### src/shared/ptr_pkg.sv
// Package with the constants shared by the PCI target memory read claim block.
package ptr_pkg;
	localparam int ADDR_W = 32;
	localparam int DATA_W = 64;
	localparam int DW_W = 32;
	localparam int CMD_W = 4;
	localparam int BE_W = 8;
	localparam int NUM_BAR = 6;
	localparam logic [3:0] CMD_MEM_READ = 4'h6;
	localparam logic [3:0] CMD_MEM_READ_MULT = 4'hc;
	localparam logic [3:0] CMD_MEM_READ_LINE = 4'he;
	localparam logic [31:0] BAR_BASE_RST = 32'h1000_0000;
	localparam logic [31:0] BAR_MASK_RST = 32'hffff_f000;
	// Extra wait cycles between driver turn-on and the claim; zero keeps the claim three cycles after the address.
	localparam logic [1:0] DECODE_CYCLES = 2'h0;
	localparam int BUF_DEPTH = 2;
	typedef enum logic [5:0] {
		PTR_IDLE = 6'b000001,
		PTR_DECODE = 6'b000010,
		PTR_WAIT = 6'b000100,
		PTR_CLAIM = 6'b001000,
		PTR_DATA = 6'b010000,
		PTR_DONE = 6'b100000
	} ptr_state_t;
endpackage

### src/ptr_buf.sv
// Two-entry skid buffer between the local read data and the PCI data phases.
`timescale 1ns/10ps
module ptr_buf #(
	parameter int WIDTH = 64,
	parameter int DEPTH = 2
) (
	input wire logic mclk,
	input wire logic sys_rst,
	input wire logic clk_en,
	input wire logic flush,
	input wire logic [WIDTH-1:0] in_data,
	input wire logic in_valid,
	output logic in_ready,
	output logic [WIDTH-1:0] out_data,
	output logic out_valid,
	input wire logic out_ready
);
	logic [WIDTH-1:0] mem_r [DEPTH];
	logic [$clog2(DEPTH)-1:0] wp_r;
	logic [$clog2(DEPTH)-1:0] rp_r;
	logic [$clog2(DEPTH):0] cnt_r;
	logic push;
	logic pop;

	assign in_ready = (cnt_r != DEPTH[$clog2(DEPTH):0]);
	assign out_valid = (cnt_r != '0);
	assign push = in_valid && in_ready;
	assign pop = out_valid && out_ready;

	always_ff @(posedge mclk) begin
		if (clk_en && push) begin
			mem_r[wp_r] <= in_data;
		end
	end

	// Read data leave from a register so the PCI data lines switch cleanly.
	always_ff @(posedge mclk) begin
		if (clk_en) begin
			out_data <= mem_r[pop ? rp_r + 1'b1 : rp_r];
			if (push && (cnt_r == '0 || (pop && cnt_r == {{$clog2(DEPTH){1'b0}}, 1'b1}))) begin
				out_data <= in_data;
			end
		end
	end

	always_ff @(posedge mclk) begin
		if (sys_rst || (clk_en && flush)) begin
			wp_r <= '0;
			rp_r <= '0;
			cnt_r <= '0;
		end else if (clk_en) begin
			if (push) begin
				wp_r <= wp_r + 1'b1;
			end
			if (pop) begin
				rp_r <= rp_r + 1'b1;
			end
			cnt_r <= cnt_r + {{$clog2(DEPTH){1'b0}}, push} - {{$clog2(DEPTH){1'b0}}, pop};
		end
	end
endmodule

### src/ptr_target.sv
// Target end of PCI memory reads: address decode, driver enable, claim and data phases.
// Operation
// Master asserts framen with address on ad[31:0] and command on cben[3:0].
// Master asserts req64n with framen to request a 64-bit transfer.
// Cycle after the address phase is turn-around; nobody drives ad.
// Master presents first byte enables on cben during turn-around.
// On a BAR hit, enable ad, devseln, trdyn, stopn, par, plus par64, ack64n.
// After enabling drivers, assert devseln, with ack64n for 64-bit reads.
// After claiming, run one or more data phases, single or burst.
// Support single-cycle, burst and mismatched-width memory reads.
// Accept 32-bit reads without req64n from a 64-bit target.
// Slow decode: devseln and ack64n asserted three cycles after valid address.
// Mismatched width: fetch 64-bit local words, return one doubleword per phase.
// Memory read line and read multiple behave as plain memory read.
// On no BAR hit, keep drivers off and never assert devseln or ack64n.
`timescale 1ns/10ps
module ptr_target #(
	parameter logic [31:0] BAR_BASE = ptr_pkg::BAR_BASE_RST,
	parameter logic [31:0] BAR_MASK = ptr_pkg::BAR_MASK_RST
) (
	input wire logic mclk,
	input wire logic sys_rst,
	input wire logic clk_en,
	input wire logic framen,
	input wire logic req64n,
	input wire logic irdyn,
	input wire logic [ptr_pkg::DATA_W-1:0] ad_in,
	input wire logic [ptr_pkg::BE_W-1:0] cben_in,
	output logic [ptr_pkg::DATA_W-1:0] ad_out,
	output logic ad_lo_oe,
	output logic ad_hi_oe,
	output logic devseln_out,
	output logic trdyn_out,
	output logic stopn_out,
	output logic ack64n_out,
	output logic ctl_oe,
	output logic ack64_oe,
	output logic par_out,
	output logic par_oe,
	output logic par64_out,
	output logic par64_oe,
	output logic [ptr_pkg::ADDR_W-1:0] lcl_addr,
	output logic lcl_req,
	output logic lcl_is64,
	input wire logic [ptr_pkg::DATA_W-1:0] lcl_data,
	input wire logic lcl_valid,
	output logic lcl_ready,
	output logic [ptr_pkg::BE_W-1:0] lcl_be,
	output logic busy
);
	import ptr_pkg::*;

	ptr_state_t state_r;
	ptr_state_t state_nxt;
	logic [ADDR_W-1:0] addr_r;
	logic [CMD_W-1:0] cmd_r;
	logic is64_r;
	logic [1:0] dec_cnt_r;
	logic hi_dw_r;
	logic hit;
	logic is_read;
	logic [DATA_W-1:0] buf_data;
	logic buf_valid;
	logic buf_ready;
	logic xfer;
	logic [DATA_W-1:0] ad_nxt;

	// Line and multiple variants fall into the same read path.
	assign is_read = (cmd_r == CMD_MEM_READ) || (cmd_r == CMD_MEM_READ_LINE) ||
		(cmd_r == CMD_MEM_READ_MULT);
	assign hit = is_read && ((addr_r & BAR_MASK) == (BAR_BASE & BAR_MASK));

	// The master's initial byte enables are sampled at turn-around and passed on.
	always_ff @(posedge mclk) begin
		if (sys_rst) begin
			lcl_be <= '0;
		end else if (clk_en && state_r == PTR_DECODE) begin
			lcl_be <= ~cben_in;
		end
	end

	always_ff @(posedge mclk) begin
		if (sys_rst) begin
			addr_r <= '0;
			cmd_r <= '0;
			is64_r <= 1'b0;
		end else if (clk_en && state_r == PTR_IDLE && !framen) begin
			addr_r <= ad_in[ADDR_W-1:0];
			cmd_r <= cben_in[CMD_W-1:0];
			is64_r <= !req64n;
		end
	end

	always_comb begin
		state_nxt = state_r;
		case (state_r)
			PTR_IDLE: begin
				if (!framen) begin
					state_nxt = PTR_DECODE;
				end
			end
			PTR_DECODE: begin
				// Turn-around: ad stays undriven here whatever the decode says.
				state_nxt = hit ? PTR_WAIT : PTR_DONE;
			end
			PTR_WAIT: begin
				if (dec_cnt_r == DECODE_CYCLES) begin
					state_nxt = PTR_CLAIM;
				end
			end
			PTR_CLAIM: begin
				state_nxt = PTR_DATA;
			end
			PTR_DATA: begin
				// The master decides the length, so a narrow read may end after a low doubleword.
				if (xfer && framen) begin
					state_nxt = PTR_IDLE;
				end
			end
			PTR_DONE: begin
				if (framen && irdyn) begin
					state_nxt = PTR_IDLE;
				end
			end
			default: begin
				state_nxt = PTR_IDLE;
			end
		endcase
	end

	always_ff @(posedge mclk) begin
		if (sys_rst) begin
			state_r <= PTR_IDLE;
		end else if (clk_en) begin
			state_r <= state_nxt;
		end
	end

	always_ff @(posedge mclk) begin
		if (sys_rst) begin
			dec_cnt_r <= '0;
		end else if (clk_en) begin
			dec_cnt_r <= (state_r == PTR_WAIT) ? dec_cnt_r + 2'h1 : 2'h0;
		end
	end

	// A data phase completes when the master is ready and the target has data.
	assign xfer = (state_r == PTR_DATA) && !irdyn && !trdyn_out;

	// The low doubleword goes out first; the high one follows on a 32-bit read.
	always_ff @(posedge mclk) begin
		if (sys_rst || (clk_en && state_r != PTR_DATA)) begin
			hi_dw_r <= 1'b0;
		end else if (clk_en && xfer && !is64_r) begin
			hi_dw_r <= !hi_dw_r;
		end
	end

	assign lcl_req = (state_r == PTR_CLAIM) || (state_r == PTR_DATA);
	assign lcl_addr = addr_r;
	assign lcl_is64 = is64_r;
	assign busy = (state_r != PTR_IDLE);
	// A 64-bit word leaves the buffer only after both halves went out on a narrow bus.
	assign buf_ready = xfer && (is64_r || hi_dw_r);

	ptr_buf #(
		.WIDTH(DATA_W),
		.DEPTH(BUF_DEPTH)
	) u_buf (
		.mclk(mclk),
		.sys_rst(sys_rst),
		.clk_en(clk_en),
		.flush(state_r == PTR_IDLE),
		.in_data(lcl_data),
		.in_valid(lcl_valid && lcl_req),
		.in_ready(lcl_ready),
		.out_data(buf_data),
		.out_valid(buf_valid),
		.out_ready(buf_ready)
	);

	always_comb begin
		ad_nxt = buf_data;
		if (!is64_r && hi_dw_r) begin
			ad_nxt = {buf_data[DATA_W-1:DW_W], buf_data[DATA_W-1:DW_W]};
		end
	end

	// Data lines are combinational from the registered buffer head; parity lags one cycle.
	assign ad_out = ad_nxt;
	assign trdyn_out = !(state_r == PTR_DATA && buf_valid);
	assign stopn_out = 1'b1;

	always_ff @(posedge mclk) begin
		if (sys_rst) begin
			devseln_out <= 1'b1;
			ack64n_out <= 1'b1;
			ctl_oe <= 1'b0;
			ack64_oe <= 1'b0;
			ad_lo_oe <= 1'b0;
			ad_hi_oe <= 1'b0;
			par_oe <= 1'b0;
			par64_oe <= 1'b0;
			par_out <= 1'b0;
			par64_out <= 1'b0;
		end else if (clk_en) begin
			// Drivers on from the cycle after turn-around until the transaction ends.
			ctl_oe <= (state_nxt == PTR_WAIT) || (state_nxt == PTR_CLAIM) || (state_nxt == PTR_DATA);
			ack64_oe <= is64_r && ((state_nxt == PTR_WAIT) || (state_nxt == PTR_CLAIM) ||
				(state_nxt == PTR_DATA));
			ad_lo_oe <= (state_nxt == PTR_WAIT) || (state_nxt == PTR_CLAIM) || (state_nxt == PTR_DATA);
			ad_hi_oe <= is64_r && ((state_nxt == PTR_WAIT) || (state_nxt == PTR_CLAIM) ||
				(state_nxt == PTR_DATA));
			par_oe <= ad_lo_oe;
			par64_oe <= ad_hi_oe;
			devseln_out <= !((state_nxt == PTR_CLAIM) || (state_nxt == PTR_DATA));
			ack64n_out <= !(is64_r && ((state_nxt == PTR_CLAIM) || (state_nxt == PTR_DATA)));
			par_out <= ^{ad_out[DW_W-1:0], ~lcl_be[3:0]};
			par64_out <= ^{ad_out[DATA_W-1:DW_W], ~lcl_be[7:4]};
		end
	end
endmodule

### config.mk
export PLATFORM = sky130hd
export DESIGN_NAME = ptr_target
export DESIGN_NICKNAME = d
export VERILOG_FILES = /design/src/shared/ptr_pkg.sv /design/src/ptr_buf.sv /design/src/ptr_target.sv
export SDC_FILE = /design/constraint.sdc
export NUM_CORES = 1
export LEC_CHECK = 0
export ABC_AREA = 1
export BUFFER_PORTS_ARGS = -buffer_cell sky130_fd_sc_hd__buf_2
export CORE_MARGIN = 5
export CORE_UTILIZATION = 50
export CTS_CLUSTER_SIZE = 14
export DETAILED_ROUTE_END_ITERATION = 10
export PLACE_DENSITY = 0.84
export REMOVE_ABC_BUFFERS = 1
export SKIP_LAST_GASP = 1
export SYNTH_ARGS = -nofsm -noshare
export SYNTH_HDL_FRONTEND = slang
export SYNTH_SLANG_ARGS = --single-unit
### constraint.sdc
create_clock -name mclk -period 8.7 [get_ports mclk]
set_input_delay 1.305 -clock mclk [delete_from_list [all_inputs] [get_ports mclk]]
set_output_delay 1.305 -clock mclk [all_outputs]
set_load 0.05 [all_outputs]
==> impl_metrics.tcl <==
set metrics [dict create \
    layout-drive-gt1-share 0.196 \
    gp_congestion 0.932 \
    synth-seq-cells 258 \
    synth_ff_type "edfxtp_1" \
    min_path_type "register to register" \
    final.setup.tns_ps 0 \
    synth_warnings 0 \
    io_pins 263 \
    drtIter0Drc 689 \
    drc 0 \
    cp-startpoint "hi_dw_r" \
    routed_wl_mm 29.3 \
    rsz0062_at_grt "false" \
    cts_buffers 27 \
    crit_path_max_fanout 37 \
    start_kind "register" \
    dp_hpwl_mm 19.4 \
    dieArea_mm2 0.0279 \
    period_minus_slack_ps 3930 \
    synth_top_area_share 0.467 \
    ys_seq_area_frac 0.574 \
    maxSlewViolCount 0 \
    cts-resized-gates 0 \
    crit_slowest_cell "nor2_4" \
    area_growth_syn_to_layout_pct 15.0 \
    die_h_um 167 \
    grt_usage 0.203 \
    worst_slew_pin_slew_ps 1010 \
    hold_path_startpoint "dec_cnt_r[0]" \
    critPathRequiredTime_ps 7390 \
    final_util 0.584 \
    die_x_um 167 \
    dr.pass1.iters 5 \
    p_leak_nw 6.76 \
    synth_edf_count 192 \
    fmax_mhz 254 \
    critical_path_class "register to output pin" \
    wl_per_cell_um 15.3 \
    fin_crit_sh 0.452 \
    crit_path_end_kind "output pin" \
    timing.final.hold_violations 0 \
    synth.most_common_cell "nand2_1" \
    fin_skew_ps 8.15 \
    clock_sinks 258 \
    nets 1711 \
    cts_setup_buffers 0 \
    synthTopCellsByArea "edfxtp_1 47%, nand2_1 15%, dfxtp_1 11%" \
    grt-ovfl-total 0 \
    p_total_mw 2.95 \
    cap_violations 0 \
    pwr_density_cell_mw_per_mm2 208 \
    antenna_left 0 \
    peakVddDrop_mv 0.193 \
    clk_latency_ps 540 \
    worstReg2RegStart "state_r[2]" \
    critPathArrivalTime_ps 2620 \
    synth_cells 1391 \
    clk_pin_slew_ps 60 \
    report.final.setup_viol 0 \
    status "finished clean" \
    cts_tree "built" \
    num_rows 57 \
    root_buffer "clkbuf_16" \
    via_per_inst 5.03 \
    core_area_mm2 0.0243 \
    syn_avg_cell_area_um2 8.87 \
    htreeDepth 1 \
    cts_buffer_depth 3 \
    port_buffers 229 \
    initial_utilization 0.508 \
    ys_types 38 \
    grt_pass1_vias 9456 \
    timing.hold.ws_ps 466 \
    max_stage_delay_ps 750 \
    grt_pass1_wl_mm 46.6 \
    antenna_cells 0 \
    crit_chain "buf_4 -> inv_4 -> nor2_4 -> nand2_1 -> o21ai_1 -> buf_2" \
    grt_max_degree 87 \
    cts_hold_buf 0 \
    ys_async_sr_fraction 0 \
    slew_headroom 0.328 \
    synth_common_cells "502 x nand2_1, 192 x edfxtp_1, 167 x inv_1" \
    vias 9599 \
    synth_area_mm2 0.0123 \
    netlist.top_cell.by_area "edfxtp_1" \
    antenna_found_initial 3 \
]
-- layout make-up --
| class | instances | area [um^2] |
|---|---|---|
| inverters | 173 | 652 |
| clock buffers | 34 | 753 |
| repair buffers | 239 | 1220 |
| clock inverters | 15 | 135 |
| well taps | 324 | 405 |
| multi-input cells | 866 | 3940 |
| fillers | 2023 | 10100 |
| flip-flops and latches | 258 | 7090 |
-- per-stage QoR --
stage / instance area, um^2 / std cells / setup slack (ps)
2_1_floorplan: 11600 / 1297 / 3160
3_3_place_gp: 13300 / 1860 / 4730
3_5_place_dp: 13300 / 1860 / 4670
4_1_cts: 14200 / 1909 / 4730
5_1_grt: 14200 / 1909 / 4560
6_report: 14200 / 1909 / 4770
-- report_power, final --
part | switching (mW) | internal [mW] | total [mW]
combinational | 0.304 | 0.120 | 0.424
clock | 0.469 | 0.672 | 1.14
sequential | 0.0248 | 1.36 | 1.39
total | 0.798 | 2.15 | 2.95
-- registers in the layout, indices dropped and copies added, names as in the netlist --
signal / count
ack64_oe: 1
ack64n_out: 1
cmd_r: 4
ctl_oe: 1
dec_cnt_r: 2
devseln_out: 1
hi_dw_r: 1
lcl_addr: 32
lcl_be: 8
lcl_is64: 1
par64_oe: 1
par64_out: 1
par_oe: 1
par_out: 1
state_r: 6
u_buf.cnt_r: 2
u_buf.mem_r: 128
u_buf.out_data: 64
u_buf.rp_r: 1
u_buf.wp_r: 1
-- path summary, 6_finish.rpt --
kind	slack [ps]	endpoint	depth (start not counted)
hold / removal	470	dec_cnt_r[0]	1
setup / recovery	4770	ad_out[5]	6
setup reg to reg	5450	u_buf.out_data[36]	16
hold reg to reg	470	dec_cnt_r[0]	1
-- placed cells by master, fill, tap and decap left out, types with 2 or more instances in the layout --
cell / instances
dfxtp_1: 66
a21oi_1: 36
xnor2_1: 25
clkbuf_1: 3
clkbuf_8: 3
nor2_1: 69
inv_4: 2
nand4_1: 5
edfxtp_1: 192
clkinv_1: 7
nor4_1: 5
buf_2: 228
a211oi_1: 2
nand2_1: 502
inv_2: 5
clkbuf_16: 28
nand3b_1: 4
xor2_1: 11
inv_1: 167
nand2_2: 5
o21ai_0: 64
clkinv_2: 3
o211ai_1: 3
o21ai_2: 11
ha_1: 3
nor2_4: 3
o21ai_1: 76
nor3_1: 2
nor2_2: 2
buf_4: 11
bufinv_16: 2
nand3_1: 30
-- worst max-delay path, delay by kind of cell, from the launching register on --
kind	cells	cell delay (ps)
simple gates	2	870
flops	1	310
compound gates	1	210
buf+inv	3	680
-- routing by layer --
| metal | vias to the layer above | track usage | wire length (um) |
|---|---|---|---|
| li1 | 4768 | - | - |
| met1 | 4420 | 0.236 | 11700 |
| met2 | 343 | 0.365 | 14300 |
| met3 | 62 | 0.0563 | 2500 |
| met4 | 6 | 0.0608 | 773 |
| met5 | - | 0 | 34 |
-- cell families after synthesis --
family | after synthesis | synth area share
buffers and inverters | 267 | 0.110
AO/OA/AOI/OAI | 194 | 0.0836
XOR/XNOR | 37 | 0.0263
AND/OR/NAND/NOR | 631 | 0.203
other | 1 | 0.000304
adder cells (fa/ha/maj) | 3 | 0.00304
flip-flops | 258 | 0.574
Note: power is estimated with default switching activity, not from simulation.
